**src/tcpc_sync.sv**
```systemverilog
// shared constants of the type-c port control block, and its input synchroniser
// assumes one 125 mhz clock and a low-active asynchronous reset
package tcpc_pkg;
  // clock rate and times
  localparam int unsigned CLK_MHZ = 125;
  localparam int unsigned DRP_HALF_US = 35000;
  localparam int unsigned DRP_HALF_CYC = DRP_HALF_US * CLK_MHZ;
  localparam int unsigned FAULT_PULSE_US = 1000;
  localparam int unsigned FAULT_PULSE_CYC = FAULT_PULSE_US * CLK_MHZ;
  localparam logic [2:0] STRAP_SETTLE_CYC = 3'h4;
  // register map
  localparam logic [11:0] CTRL_OFFS = 12'h000;
  localparam logic [11:0] STATUS_OFFS = 12'h004;
  localparam int CTRL_DISABLE_BIT = 0;
  localparam logic CTRL_RESET = 1'h0;
  localparam int ST_ATTACHED_BIT = 0;
  localparam int ST_SOURCE_BIT = 1;
  localparam int ST_ORIENT_BIT = 2;
  localparam int ST_LEVEL_POS = 3;
  localparam int ST_ROLE_POS = 5;
  localparam int ST_FAULT_BIT = 7;
  localparam int ST_STRAP_BIT = 8;
  // tri-level strap codes
  localparam logic [1:0] TRI_LOW = 2'h0;
  localparam logic [1:0] TRI_MID = 2'h1;
  localparam logic [1:0] TRI_HIGH = 2'h2;
  // partner advertisement seen on a cc line while sinking
  localparam logic [1:0] LVL_NONE = 2'h0;
  localparam logic [1:0] LVL_DEF = 2'h1;
  localparam logic [1:0] LVL_MED = 2'h2;
  localparam logic [1:0] LVL_HIGH = 2'h3;
  // port roles, same codes as the role strap levels
  localparam logic [1:0] ROLE_SNK = TRI_LOW;
  localparam logic [1:0] ROLE_DRP = TRI_MID;
  localparam logic [1:0] ROLE_SRC = TRI_HIGH;
  localparam int SYNC_W = 12;
  typedef enum logic [2:0] {
    ST_IDLE,
    ST_UNATT_SRC,
    ST_UNATT_SNK,
    ST_WAIT_VBUS,
    ST_ATT_SRC,
    ST_ATT_SNK
  } tcpcState_e;
endpackage

// three synchroniser flops per bit plus an output flop; output follows once the second and third agree
module tcpc_sync #(
  parameter int W = 1
) (
  input wire logic ref_clk,
  input wire logic reset_n,
  input wire logic [W-1:0] d,
  output logic [W-1:0] q
);
  logic [W-1:0] s1Q, s2Q, s3Q, outQ;
  logic [W-1:0] outD;

  // take a bit only when the last two stages match
  always_comb
  begin
    outD = outQ;
    for (int i = 0; i < W; i++)
    begin
      if (s2Q[i] == s3Q[i])
      begin
        outD[i] = s3Q[i];
      end
    end
  end

  // first stage feeds the second and nothing else
  always_ff @(posedge ref_clk or negedge reset_n)
  begin
    if (!reset_n)
    begin
      s1Q <= '0;
      s2Q <= '0;
      s3Q <= '0;
      outQ <= '0;
    end
    else
    begin
      s1Q <= d;
      s2Q <= s1Q;
      s3Q <= s2Q;
      outQ <= outD;
    end
  end

  assign q = outQ;
endmodule

```
**src/tcpc_port_control.sv**
```systemverilog
// type-c configuration channel port control: role straps, attach, orientation,
// current detect and cable supply fault on open-drain outputs, apb status
// assumes an analog front end giving digital cc comparator results and strap levels
//
// Design decisions made here: the address map and the APB slave port.
module tcpc_port_control
  import tcpc_pkg::*;
#(
  parameter int unsigned DRP_HALF_CYCLES = tcpc_pkg::DRP_HALF_CYC,
  parameter int unsigned FAULT_CYCLES = tcpc_pkg::FAULT_PULSE_CYC
) (
  input wire logic ref_clk,
  input wire logic reset_n,
  input wire logic roleAboveLow,
  input wire logic roleAboveHigh,
  input wire logic curAboveLow,
  input wire logic curAboveHigh,
  input wire logic cc1PullDownSeen,
  input wire logic cc2PullDownSeen,
  input wire logic [1:0] cc1SinkLevel,
  input wire logic [1:0] cc2SinkLevel,
  input wire logic busPowerSense,
  input wire logic vconnOvercurrent,
  output logic ccPullUpEn,
  output logic ccPullDownEn,
  output logic [1:0] ccCurrentSel,
  output logic cableSupplyFaultNOe,
  output logic currentDetectFlagAOe,
  output logic currentDetectFlagBOe,
  output logic sourceAttachNOe,
  output logic orientNOe,
  input wire logic psel,
  input wire logic penable,
  input wire logic pwrite,
  input wire logic [11:0] paddr,
  input wire logic [31:0] pwdata,
  output logic [31:0] prdata,
  output logic pready,
  output logic pslverr
);
  import tcpc_pkg::*;

  function automatic logic [1:0] decodeTri(input logic aboveLow, input logic aboveHigh);
    decodeTri = aboveHigh ? TRI_HIGH : (aboveLow ? TRI_MID : TRI_LOW);
  endfunction

  function automatic logic isSrc(input tcpcState_e s);
    isSrc = (s == ST_UNATT_SRC) || (s == ST_ATT_SRC);
  endfunction

  function automatic logic isAttached(input tcpcState_e s);
    isAttached = (s == ST_ATT_SRC) || (s == ST_ATT_SNK);
  endfunction

  // all front-end inputs pass the three-flop synchroniser; the apb pins do not
  logic [SYNC_W-1:0] syncIn, syncOut;
  logic rl, rh, cl, ch, rd1, rd2, vbus, ocur;
  logic [1:0] lvl1, lvl2;
  assign syncIn = {vconnOvercurrent, busPowerSense, cc2SinkLevel, cc1SinkLevel,
                   cc2PullDownSeen, cc1PullDownSeen, curAboveHigh, curAboveLow,
                   roleAboveHigh, roleAboveLow};
  tcpc_sync #(.W(SYNC_W)) uSync (
    .ref_clk(ref_clk),
    .reset_n(reset_n),
    .d(syncIn),
    .q(syncOut)
  );
  assign {ocur, vbus, lvl2, lvl1, rd2, rd1, ch, cl, rh, rl} = syncOut;

  logic [1:0] curLevel;
  assign curLevel = decodeTri(cl, ch);

  // startup strap capture
  logic [2:0] settleQ, settleD;
  logic strapDoneQ, strapDoneD;
  logic [1:0] roleQ, roleD;

  always_comb
  begin
    settleD = settleQ;
    strapDoneD = strapDoneQ;
    roleD = roleQ;
    if (!strapDoneQ)
    begin
      settleD = settleQ + 3'h1;
      if (settleQ == STRAP_SETTLE_CYC)
      begin
        strapDoneD = 1'b1;
        roleD = decodeTri(rl, rh);
      end
    end
  end

  always_ff @(posedge ref_clk or negedge reset_n)
  begin
    if (!reset_n)
    begin
      settleQ <= 3'h0;
      strapDoneQ <= 1'b0;
      roleQ <= ROLE_SNK;
    end
    else
    begin
      settleQ <= settleD;
      strapDoneQ <= strapDoneD;
      roleQ <= roleD;
    end
  end

  // control register
  logic ctrlDisableQ, ctrlDisableD;

  // attach state machine with dual-role toggle timer
  tcpcState_e stateQ, stateD;
  logic [31:0] timerQ, timerD;
  logic orientQ, orientD;
  logic [1:0] partnerLvlQ, partnerLvlD;
  logic timerDone, anyRd, anyLvl;
  logic [1:0] activeLvl;
  assign timerDone = (timerQ == DRP_HALF_CYCLES - 1);
  assign anyRd = rd1 | rd2;
  assign anyLvl = (lvl1 != LVL_NONE) || (lvl2 != LVL_NONE);
  assign activeLvl = orientQ ? lvl2 : lvl1;

  always_comb
  begin
    stateD = stateQ;
    orientD = orientQ;
    partnerLvlD = partnerLvlQ;
    unique case (stateQ)
      ST_IDLE:
      begin
        if (strapDoneQ)
        begin
          stateD = (roleQ == ROLE_SRC) ? ST_UNATT_SRC : ST_UNATT_SNK;
        end
      end
      ST_UNATT_SRC:
      begin
        if (anyRd)
        begin
          stateD = ST_ATT_SRC;
          orientD = ~rd1;
        end
        else if (roleQ == ROLE_DRP && timerDone)
        begin
          stateD = ST_UNATT_SNK;
        end
      end
      ST_UNATT_SNK:
      begin
        if (anyLvl)
        begin
          stateD = ST_WAIT_VBUS;
          orientD = (lvl1 == LVL_NONE);
        end
        else if (roleQ == ROLE_DRP && timerDone)
        begin
          stateD = ST_UNATT_SRC;
        end
      end
      ST_WAIT_VBUS:
      begin
        if (!anyLvl)
        begin
          stateD = ST_UNATT_SNK;
        end
        else if (vbus)
        begin
          stateD = ST_ATT_SNK;
        end
      end
      ST_ATT_SRC:
      begin
        if (!anyRd)
        begin
          stateD = (roleQ == ROLE_SRC) ? ST_UNATT_SRC : ST_UNATT_SNK;
        end
      end
      ST_ATT_SNK:
      begin
        partnerLvlD = activeLvl;
        if (!vbus)
        begin
          stateD = ST_UNATT_SNK;
        end
      end
    endcase
    if (ctrlDisableQ)
    begin
      stateD = ST_IDLE;
    end
    if (stateD != ST_ATT_SNK)
    begin
      partnerLvlD = LVL_NONE;
    end
    // timer restarts on every state change
    timerD = (stateD != stateQ) ? 32'h0 : timerQ + 32'h1;
  end

  always_ff @(posedge ref_clk or negedge reset_n)
  begin
    if (!reset_n)
    begin
      stateQ <= ST_IDLE;
      timerQ <= 32'h0;
      orientQ <= 1'b0;
      partnerLvlQ <= LVL_NONE;
    end
    else
    begin
      stateQ <= stateD;
      timerQ <= timerD;
      orientQ <= orientD;
      partnerLvlQ <= partnerLvlD;
    end
  end

  // cable supply fault pulse; a new over-current during a pulse is ignored
  logic ocurQ;
  logic [31:0] faultCntQ, faultCntD;
  always_comb
  begin
    faultCntD = faultCntQ;
    if (faultCntQ != 32'h0)
    begin
      faultCntD = faultCntQ - 32'h1;
    end
    else if (ocur && !ocurQ)
    begin
      faultCntD = FAULT_CYCLES;
    end
  end

  always_ff @(posedge ref_clk or negedge reset_n)
  begin
    if (!reset_n)
    begin
      ocurQ <= 1'b0;
      faultCntQ <= 32'h0;
    end
    else
    begin
      ocurQ <= ocur;
      faultCntQ <= faultCntD;
    end
  end

  // pin drives, all registered
  logic pullUpD, pullDownD, faultOeD, flagAD, flagBD, srcAttD, orientOeD;
  logic [1:0] curSelD;
  always_comb
  begin
    pullUpD = isSrc(stateQ);
    curSelD = isSrc(stateQ) ? curLevel : TRI_LOW;
    pullDownD = (stateQ == ST_UNATT_SNK) || (stateQ == ST_WAIT_VBUS) || (stateQ == ST_ATT_SNK);
    faultOeD = (faultCntD != 32'h0);
    flagAD = (stateQ == ST_ATT_SNK) && (partnerLvlD >= LVL_MED);
    flagBD = (stateQ == ST_ATT_SNK) && (partnerLvlD == LVL_HIGH);
    srcAttD = (stateQ == ST_ATT_SRC);
    orientOeD = isAttached(stateQ) && !orientQ;
  end

  always_ff @(posedge ref_clk or negedge reset_n)
  begin
    if (!reset_n)
    begin
      ccPullUpEn <= 1'b0;
      ccPullDownEn <= 1'b0;
      ccCurrentSel <= TRI_LOW;
      cableSupplyFaultNOe <= 1'b0;
      currentDetectFlagAOe <= 1'b0;
      currentDetectFlagBOe <= 1'b0;
      sourceAttachNOe <= 1'b0;
      orientNOe <= 1'b0;
    end
    else
    begin
      ccPullUpEn <= pullUpD;
      ccPullDownEn <= pullDownD;
      ccCurrentSel <= curSelD;
      cableSupplyFaultNOe <= faultOeD;
      currentDetectFlagAOe <= flagAD;
      currentDetectFlagBOe <= flagBD;
      sourceAttachNOe <= srcAttD;
      orientNOe <= orientOeD;
    end
  end

  // apb slave, one wait state so every answer comes from a flop
  logic readyD, errD, accessHit, mapped;
  logic [31:0] rdataD, statusWord;
  assign mapped = (paddr == CTRL_OFFS) || (paddr == STATUS_OFFS);
  assign accessHit = psel && penable && pready;
  always_comb
  begin
    statusWord = 32'h0;
    statusWord[ST_ATTACHED_BIT] = isAttached(stateQ);
    statusWord[ST_SOURCE_BIT] = isSrc(stateQ);
    statusWord[ST_ORIENT_BIT] = orientQ;
    statusWord[ST_LEVEL_POS +: 2] = partnerLvlQ;
    statusWord[ST_ROLE_POS +: 2] = roleQ;
    statusWord[ST_FAULT_BIT] = cableSupplyFaultNOe;
    statusWord[ST_STRAP_BIT] = strapDoneQ;
    readyD = psel && penable && !pready;
    errD = readyD && !mapped;
    rdataD = 32'h0;
    if (readyD && !pwrite && paddr == CTRL_OFFS)
    begin
      rdataD[CTRL_DISABLE_BIT] = ctrlDisableQ;
    end
    else if (readyD && !pwrite && paddr == STATUS_OFFS)
    begin
      rdataD = statusWord;
    end
    ctrlDisableD = ctrlDisableQ;
    // write lands on the edge that completes the access
    if (accessHit && pwrite && paddr == CTRL_OFFS)
    begin
      ctrlDisableD = pwdata[CTRL_DISABLE_BIT];
    end
  end

  always_ff @(posedge ref_clk or negedge reset_n)
  begin
    if (!reset_n)
    begin
      pready <= 1'b0;
      pslverr <= 1'b0;
      prdata <= 32'h0;
      ctrlDisableQ <= CTRL_RESET;
    end
    else
    begin
      pready <= readyD;
      pslverr <= errD;
      prdata <= rdataD;
      ctrlDisableQ <= ctrlDisableD;
    end
  end
endmodule

```
**config.mk**
```make
export PLATFORM = sky130hd
export DESIGN_NAME = tcpc_port_control
export DESIGN_NICKNAME = d
export VERILOG_FILES = /design/src/tcpc_sync.sv /design/src/tcpc_port_control.sv
export SDC_FILE = /design/constraint.sdc
export NUM_CORES = 1
export LEC_CHECK = 0
export BUFFER_PORTS_ARGS = -buffer_cell sky130_fd_sc_hd__buf_4
export CORE_ASPECT_RATIO = 0.6
export CORE_MARGIN = 2
export CORE_UTILIZATION = 45
export CTS_BUF_LIST = sky130_fd_sc_hd__clkbuf_8
export DETAILED_ROUTE_END_ITERATION = 10
export PLACE_DENSITY = 0.66
export REMOVE_ABC_BUFFERS = 1
export SETUP_SLACK_MARGIN = 0.3
export SYNTH_ARGS = -nofsm -noshare
export SYNTH_HDL_FRONTEND = slang
export SYNTH_HIERARCHICAL = 1
export SYNTH_SLANG_ARGS = --single-unit
export TNS_END_PERCENT = 50
```
**constraint.sdc**
```tcl
create_clock -name ref_clk -period 5.75 [get_ports ref_clk]
set_input_delay 0.2875 -clock ref_clk [delete_from_list [all_inputs] [get_ports ref_clk]]
set_output_delay 0.2875 -clock ref_clk [all_outputs]
set_load 0.05 [all_outputs]
```
==> results of run 1 <==
final timing paths:
path | start | to | slack [ps]
setup / recovery | timerQ[0] | timerQ[28] | 1750
hold / removal | pwdata[0] | ctrlDisableQ | 40
setup reg to reg | timerQ[0] | timerQ[28] | 1750
hold reg to reg | uSync/s1Q[1] | uSync/s2Q[1] | 340
max in group asynchronous | reset_n | uSync/q[7] | 4060
min in group asynchronous | reset_n | faultCntQ[8] | 510
flip-flops by register name (all words and copies together) (netlist names), 2 cells and up:
name          flops
partnerLvlQ       2
uSync/q          12
uSync/s3Q        12
ccCurrentSel      2
uSync/s2Q        12
stateQ            3
prdata            9
timerQ           32
roleQ             2
uSync/s1Q        12
faultCntQ        32
settleQ           3
synth_stat cells (all sizes together) (3+ instances only):
cell    count  share of area [%]
dfrtp     146                 54
nor2       63                3.5
nand2      37                2.1
buf        29                3.3
xnor2      29                3.8
xor2       25                3.2
nand3      22                1.6
nor3       21                1.6
and3       20                1.9
nor4       20                2.1
nand4      13                1.4
or3        13                1.3
clkbuf     12               0.67
inv        12               0.67
maj3       12                2.0
a21oi      11               0.82
or4        11                1.4
o21ai       9               0.67
a211oi      8               0.89
nand3b      8               0.89
nor4b       8                1.0
ha          7                1.3
nand2b      7               0.65
o211ai      6               0.67
nor2b       5               0.46
o31ai       5               0.56
a21o        4               0.46
and4        4               0.52
mux2i       4               0.59
a311oi      3               0.39
and2        3               0.28
mux2        3               0.50
nor3b       3               0.33
or2         3               0.28
stage by stage:
step	worst slack (ps)	util (%)
global route	1420	52.9
finish	1750	52.9
floorplan	2280	-
CTS	1760	52.9
detailed placement	1810	49.5
global placement	1970	49.5
worst min-delay path, cell delays in order:
cell and delay [ps]:
buf_4 80, nand2_1 30, o21ai_0 50
layout make-up:
cell class	count	area, µm²
clock buffer	18	248
clock inverter	14	116
fill	1282	6850
inverter	13	48.8
multi-input combinational	439	2850
sequential	146	3650
tap	198	248
timing repair buffer	66	532
cells by family after synthesis:
logic type               count (synthesis)  synth area share (%)
AND/OR/NAND/NOR                        274                  23.1
flip-flops                             146                  54.2
AO/OA/AOI/OAI                           62                  6.57
XOR/XNOR                                54                  7.02
buffers and inverters                   54                  4.66
adder cells (fa/ha/maj)                 19                  3.30
multiplexers                             7                  1.10
other                                    1                0.0556
metal layers:
metal	up-vias	wire, µm	GRT usage (%)
met5	-	0	0
met4	0	124	3.74
met3	12	1010	5.39
met2	171	5890	25.8
met1	2366	7260	30.0
li1	2309	-	-
what timing repair did:
item	in CTS	in global routing
hold endpoints to repair	101	0
setup buffers	0	0
setup endpoints to repair	0	0
hold buffers	13	0
resized for setup	0	0
power breakdown:
| part | internal, mW | switching [mW] | total, mW | leakage, nW |
|---|---|---|---|---|
| registers | 1.11 | 0.112 | 1.23 | 1.84 |
| logic | 0.127 | 0.180 | 0.307 | 1.41 |
| clock network | 0.350 | 0.390 | 0.740 | 0.191 |
| total | 1.59 | 0.681 | 2.27 | 3.44 |
==> qor.csv, run 1 <==
stage,metric,value,unit
clocking,CTS Buffer Depth,2,
drt,total wire length,14.3,mm
timing,final cycle utilization of the critical path,69.5,%
timing,pin slew with the least headroom to its limit,1240,ps
synth,Netlist cell types,69,
floorplan,Cell Rows,34,
global_routing,initial antenna violation count,0,
global_routing,first-pass GRT wire length,23.8,mm
placement,gpl congestion,0.903,
synth,cell count after synthesis,617,
drt,wire per inst,16.0,µm
setup_path,Crit path largest cell delay,870,ps
setup_path,crit path max fanout,32,
setup_path,Critical Path RT,6100,ps
outcome,status,finished clean,
global_routing,largest net degree at the start of global routing,100,
clocking,CTS tree,done,
synth,YS warnings,6,
setup_path,Worst Setup Start Kind,flip-flop,
synth,"Seq/Total Area, Yosys",54.2,%
hold_path,WHS Path Cells,3,
floorplan,core area,14500,µm²
drt,Vias,4858,
timing,Relative slew margins,17.3,%
timing,final hold viol count,0,
drt,drt via density,5.43,
timing,setup TNS,0,ps
finish,Diodes inserted,0,
setup_path,FF-to-FF path depth,8,
clocking,CTS Sinks,146,
finish,area delta synth->final,14.3,%
floorplan,Die Span Y,98.8,µm
power_and_ir_drop,P per Cell Area,295,nW/µm²
placement,port bufs,49,
setup_path,crit path kind,flip-flop to flip-flop,
drt,First-pass DRT Iterations,5,
timing,max-slew violations,0,
timing,Max Fclk,0.250,GHz
timing,Final Skew,17.6,ps
synth,Post-synth EDFFs,0,
floorplan,DIE WIDTH,162,µm
timing,setup violators final,0,
timing,RSZ-0062 raised after global routing,false,
finish,"commonest non-fill, non-tap cell in the layout",dfrtp_1,
timing,"Min Clock Period, post-route",4000,ps
setup_path,CP top delay family,simple AND/OR/NAND/NOR gates,
synth,syn avg cell area,10.9,µm²
timing,Hold WS,41.4,ps
drt,antenna-violating nets left,0,
global_routing,vias in the first global route,4567,
placement,Post-DP Area,7210,µm²
synth,asr flop ratio synth,100,%
finish,share of cells above drive strength 1,17.4,%
flow_run,Max-Cap Viols,0,
drt,drc violations,0,
clocking,H-tree Lvls,4,
clocking,TritonCTS buffer count,17,
setup_path,Slowest cell on crit path,nand3_1,
placement,hpwl dp,10.1,mm
setup_path,Critical Path End Type,flip-flop,
power_and_ir_drop,Leak,3.44,nW
finish,"commonest cells after routing, fill and taps aside","dfrtp_1 (146), nor2_1 (63), buf_4 (52)",
synth,Seq cells post-synth,146,
clocking,Root Driver,clkbuf_8,
global_routing,GRT overflow,0,
finish,post-route design area,7700,µm²
power_and_ir_drop,Design Power,2.27,mW
setup_path,critical path data arrival time,4340,ps
drt,initial drt markers,444,
hold_path,HP Class,input port to flip-flop,
floorplan,full die area,16000,µm²
setup_path,worst path buffer plus inverter count,0,
global_routing,GRT Util Overall,19.0,%
finish,Final Non-Filler Cells,894,
synth,mapped cell area,6740,µm²
setup_path,CP Cell Sequence,ha_1 -> or4b_2 -> nor4_1 -> a311oi_1 -> o311a_1 -> xnor2_1 -> nand3_1 -> nor2_1,
floorplan,initial core utilization,46.3,%
clocking,"Clk Latency, worst-skew pair",450,ps
synth,Synth Flop Type,dfrtp_1,
finish,Final Net Count,751,
clocking,"Reg clk slew, reported paths",90,ps
setup_path,Worst path depth,8,
placement,Placed Cells,849,
floorplan,# IOs,104,
power_and_ir_drop,VDD IR max,0.149,mV
No activity file was read; power rests on OpenSTA's default activity.
==> run 2: changes to the inputs <==
Clock period 5.75 ns to 4.1 ns, I/O delays scaled along.
==> run 2 against run 1 <==
Compared with the run above:
- sequential cell count stayed put
- fmax grew 22%
- register-to-register slack got worse by 940 ps
- critical path depth decreased by 1
- largest cell class unchanged
==> qor.csv, run 2 (synthesis gave the netlist of run 1 again) <==
stage,metric,value,unit
placement,Post-DP Area,7240,µm²
setup_path,Worst Setup EP,cableSupplyFaultNOe,
floorplan,# IOs,104,
power_and_ir_drop,P per Cell Area,415,nW/µm²
finish,post-route design area,7750,µm²
global_routing,largest net degree at the start of global routing,88,
finish,top flop regs,"faultCntQ: 32 flops, timerQ: 32 flops",
clocking,Root Driver,clkbuf_8,
setup_path,Critical Path RT,4380,ps
floorplan,core area,14500,µm²
global_routing,initial antenna violation count,0,
timing,RSZ-0062 raised after global routing,false,
global_routing,vias in the first global route,4722,
setup_path,Crit path largest cell delay,680,ps
finish,"commonest cells after routing, fill and taps aside","dfrtp_1 (146), nor2_1 (63), buf_4 (56)",
timing,Relative slew margins,44.7,%
floorplan,Die Span Y,98.8,µm
setup_path,R2R setup slack,810,ps
setup_path,worst path buffer plus inverter count,0,
placement,hpwl dp,10.2,mm
setup_path,crit path max fanout,9,
finish,"commonest non-fill, non-tap cell in the layout",dfrtp_1,
drt,Vias,4856,
setup_path,CP top delay family,simple AND/OR/NAND/NOR gates,
floorplan,initial core utilization,46.3,%
finish,Final Non-Filler Cells,899,
timing,setup TNS,0,ps
outcome,status,finished clean,
global_routing,GRT Util Overall,19.2,%
global_routing,GRT overflow,0,
setup_path,Slowest cell on crit path,o211ai_1,
floorplan,Cell Rows,34,
clocking,"Reg clk slew, reported paths",80,ps
clocking,TritonCTS buffer count,17,
setup_path,worst flop-to-flop path endpoint,cableSupplyFaultNOe,
timing,pin slew with the least headroom to its limit,823,ps
setup_path,crit path kind,flip-flop to flip-flop,
setup_path,Worst R2R Start,faultCntQ[22],
clocking,CTS tree,done,
finish,Filler cells,1288,
drt,initial drt markers,376,
setup_path,Critical Path Start,faultCntQ[22],
timing,setup violators final,0,
placement,Placed Cells,853,
placement,port bufs,49,
drt,drt via density,5.40,
clocking,CTS Sinks,146,
timing,Hold WS,76.3,ps
clocking,H-tree Lvls,4,
setup_path,CP Cell Sequence,nor3_1 -> nand4_2 -> o211ai_1 -> o21ai_0 -> or3_2 -> nor4_1 -> nand4_1,
floorplan,full die area,16000,µm²
floorplan,DIE WIDTH,162,µm
timing,Max Fclk,0.304,GHz
power_and_ir_drop,Leak,3.46,nW
clocking,CTS resizes,0,
flow_run,Max-Cap Viols,0,
setup_path,Critical Path End Type,flip-flop,
clocking,CTS Buffer Depth,2,
drt,drc violations,0,
global_routing,first-pass GRT wire length,24.2,mm
drt,total wire length,14.3,mm
setup_path,Worst Setup Start Kind,flip-flop,
finish,share of cells above drive strength 1,18.1,%
timing,Final Skew,11.9,ps
setup_path,critical path data arrival time,3560,ps
placement,gpl congestion,0.892,
timing,max-slew violations,0,
timing,"Min Clock Period, post-route",3290,ps
drt,First-pass DRT Iterations,6,
timing,final hold viol count,0,
setup_path,Worst path depth,7,
clocking,"Clk Latency, worst-skew pair",430,ps
power_and_ir_drop,VDD IR max,0.191,mV
drt,wire per inst,15.9,µm
finish,area delta synth->final,15.0,%
hold_path,HP Class,input port to flip-flop,
finish,Diodes inserted,0,
setup_path,FF-to-FF path depth,7,
finish,Final Net Count,756,
timing,final cycle utilization of the critical path,80.2,%
drt,antenna-violating nets left,0,
## run 2: cell count changes in the layout (fill, tap and decap cells not counted), sizes merged
cell	delta
clkinvlp	+1
dlygate4sd3	+1
inv	+1
clkinv	-2
buf	+4
## run 2: what timing repair did
item,in CTS,in global routing
hold buffers,14,0
setup buffers,0,0
endpoints found under the hold margin,98,0
## run 2: worst min path at each step
stage	slack, ps	startpoint	end	depth (start not counted)
after floorplan	-90	reset_n	cableSupplyFaultNOe	0
after global placement	310	curAboveLow	uSync/s1Q[2]	1
after detailed placement	320	curAboveHigh	uSync/s1Q[3]	1
after CTS	50	penable	pready	3
after global routing	80	penable	pready	3
final	80	penable	pready	3
## run 2: worst min-delay path: stages
cell and delay (ps):
buf_4 100, nand2_1 90, nor2_1 60
## run 2: stage by stage
step / power (mW) / setup slack [ps] / util, %
after floorplan: 2.00 / 626 / -
after global placement: 2.15 / 924 / 49.7
after detailed placement: 2.17 / 904 / 49.7
after CTS: 3.25 / 898 / 53.3
after global routing: 3.40 / 604 / 53.3
final: 3.22 / 813 / 53.3
## run 2: cell type report
class / count / area [µm²] / share of cell area, %
timing repair buffer: 71 / 572 / 7.38
tap: 198 / 248 / 3.20
sequential: 146 / 3650 / 47.1
multi-input combinational: 439 / 2850 / 36.8
clock inverter: 14 / 129 / 1.66
clock buffer: 18 / 248 / 3.20
inverter: 13 / 48.8 / 0.629
## run 2: report_power, final
group          internal [mW]  switching (mW)  total, mW  leakage (nW)
combinational          0.179           0.261      0.440          1.44
clock                  0.502           0.556       1.06         0.186
sequential              1.56           0.160       1.72          1.84
## run 2: layer usage
| layer | global-route usage [%] | part of all wire, % |
|---|---|---|
| met5 | 0 | 0 |
| met2 | 25.5 | 40 |
| met1 | 30.3 | 52 |
| met4 | 3.88 | 0.52 |
| met3 | 6.23 | 6.7 |
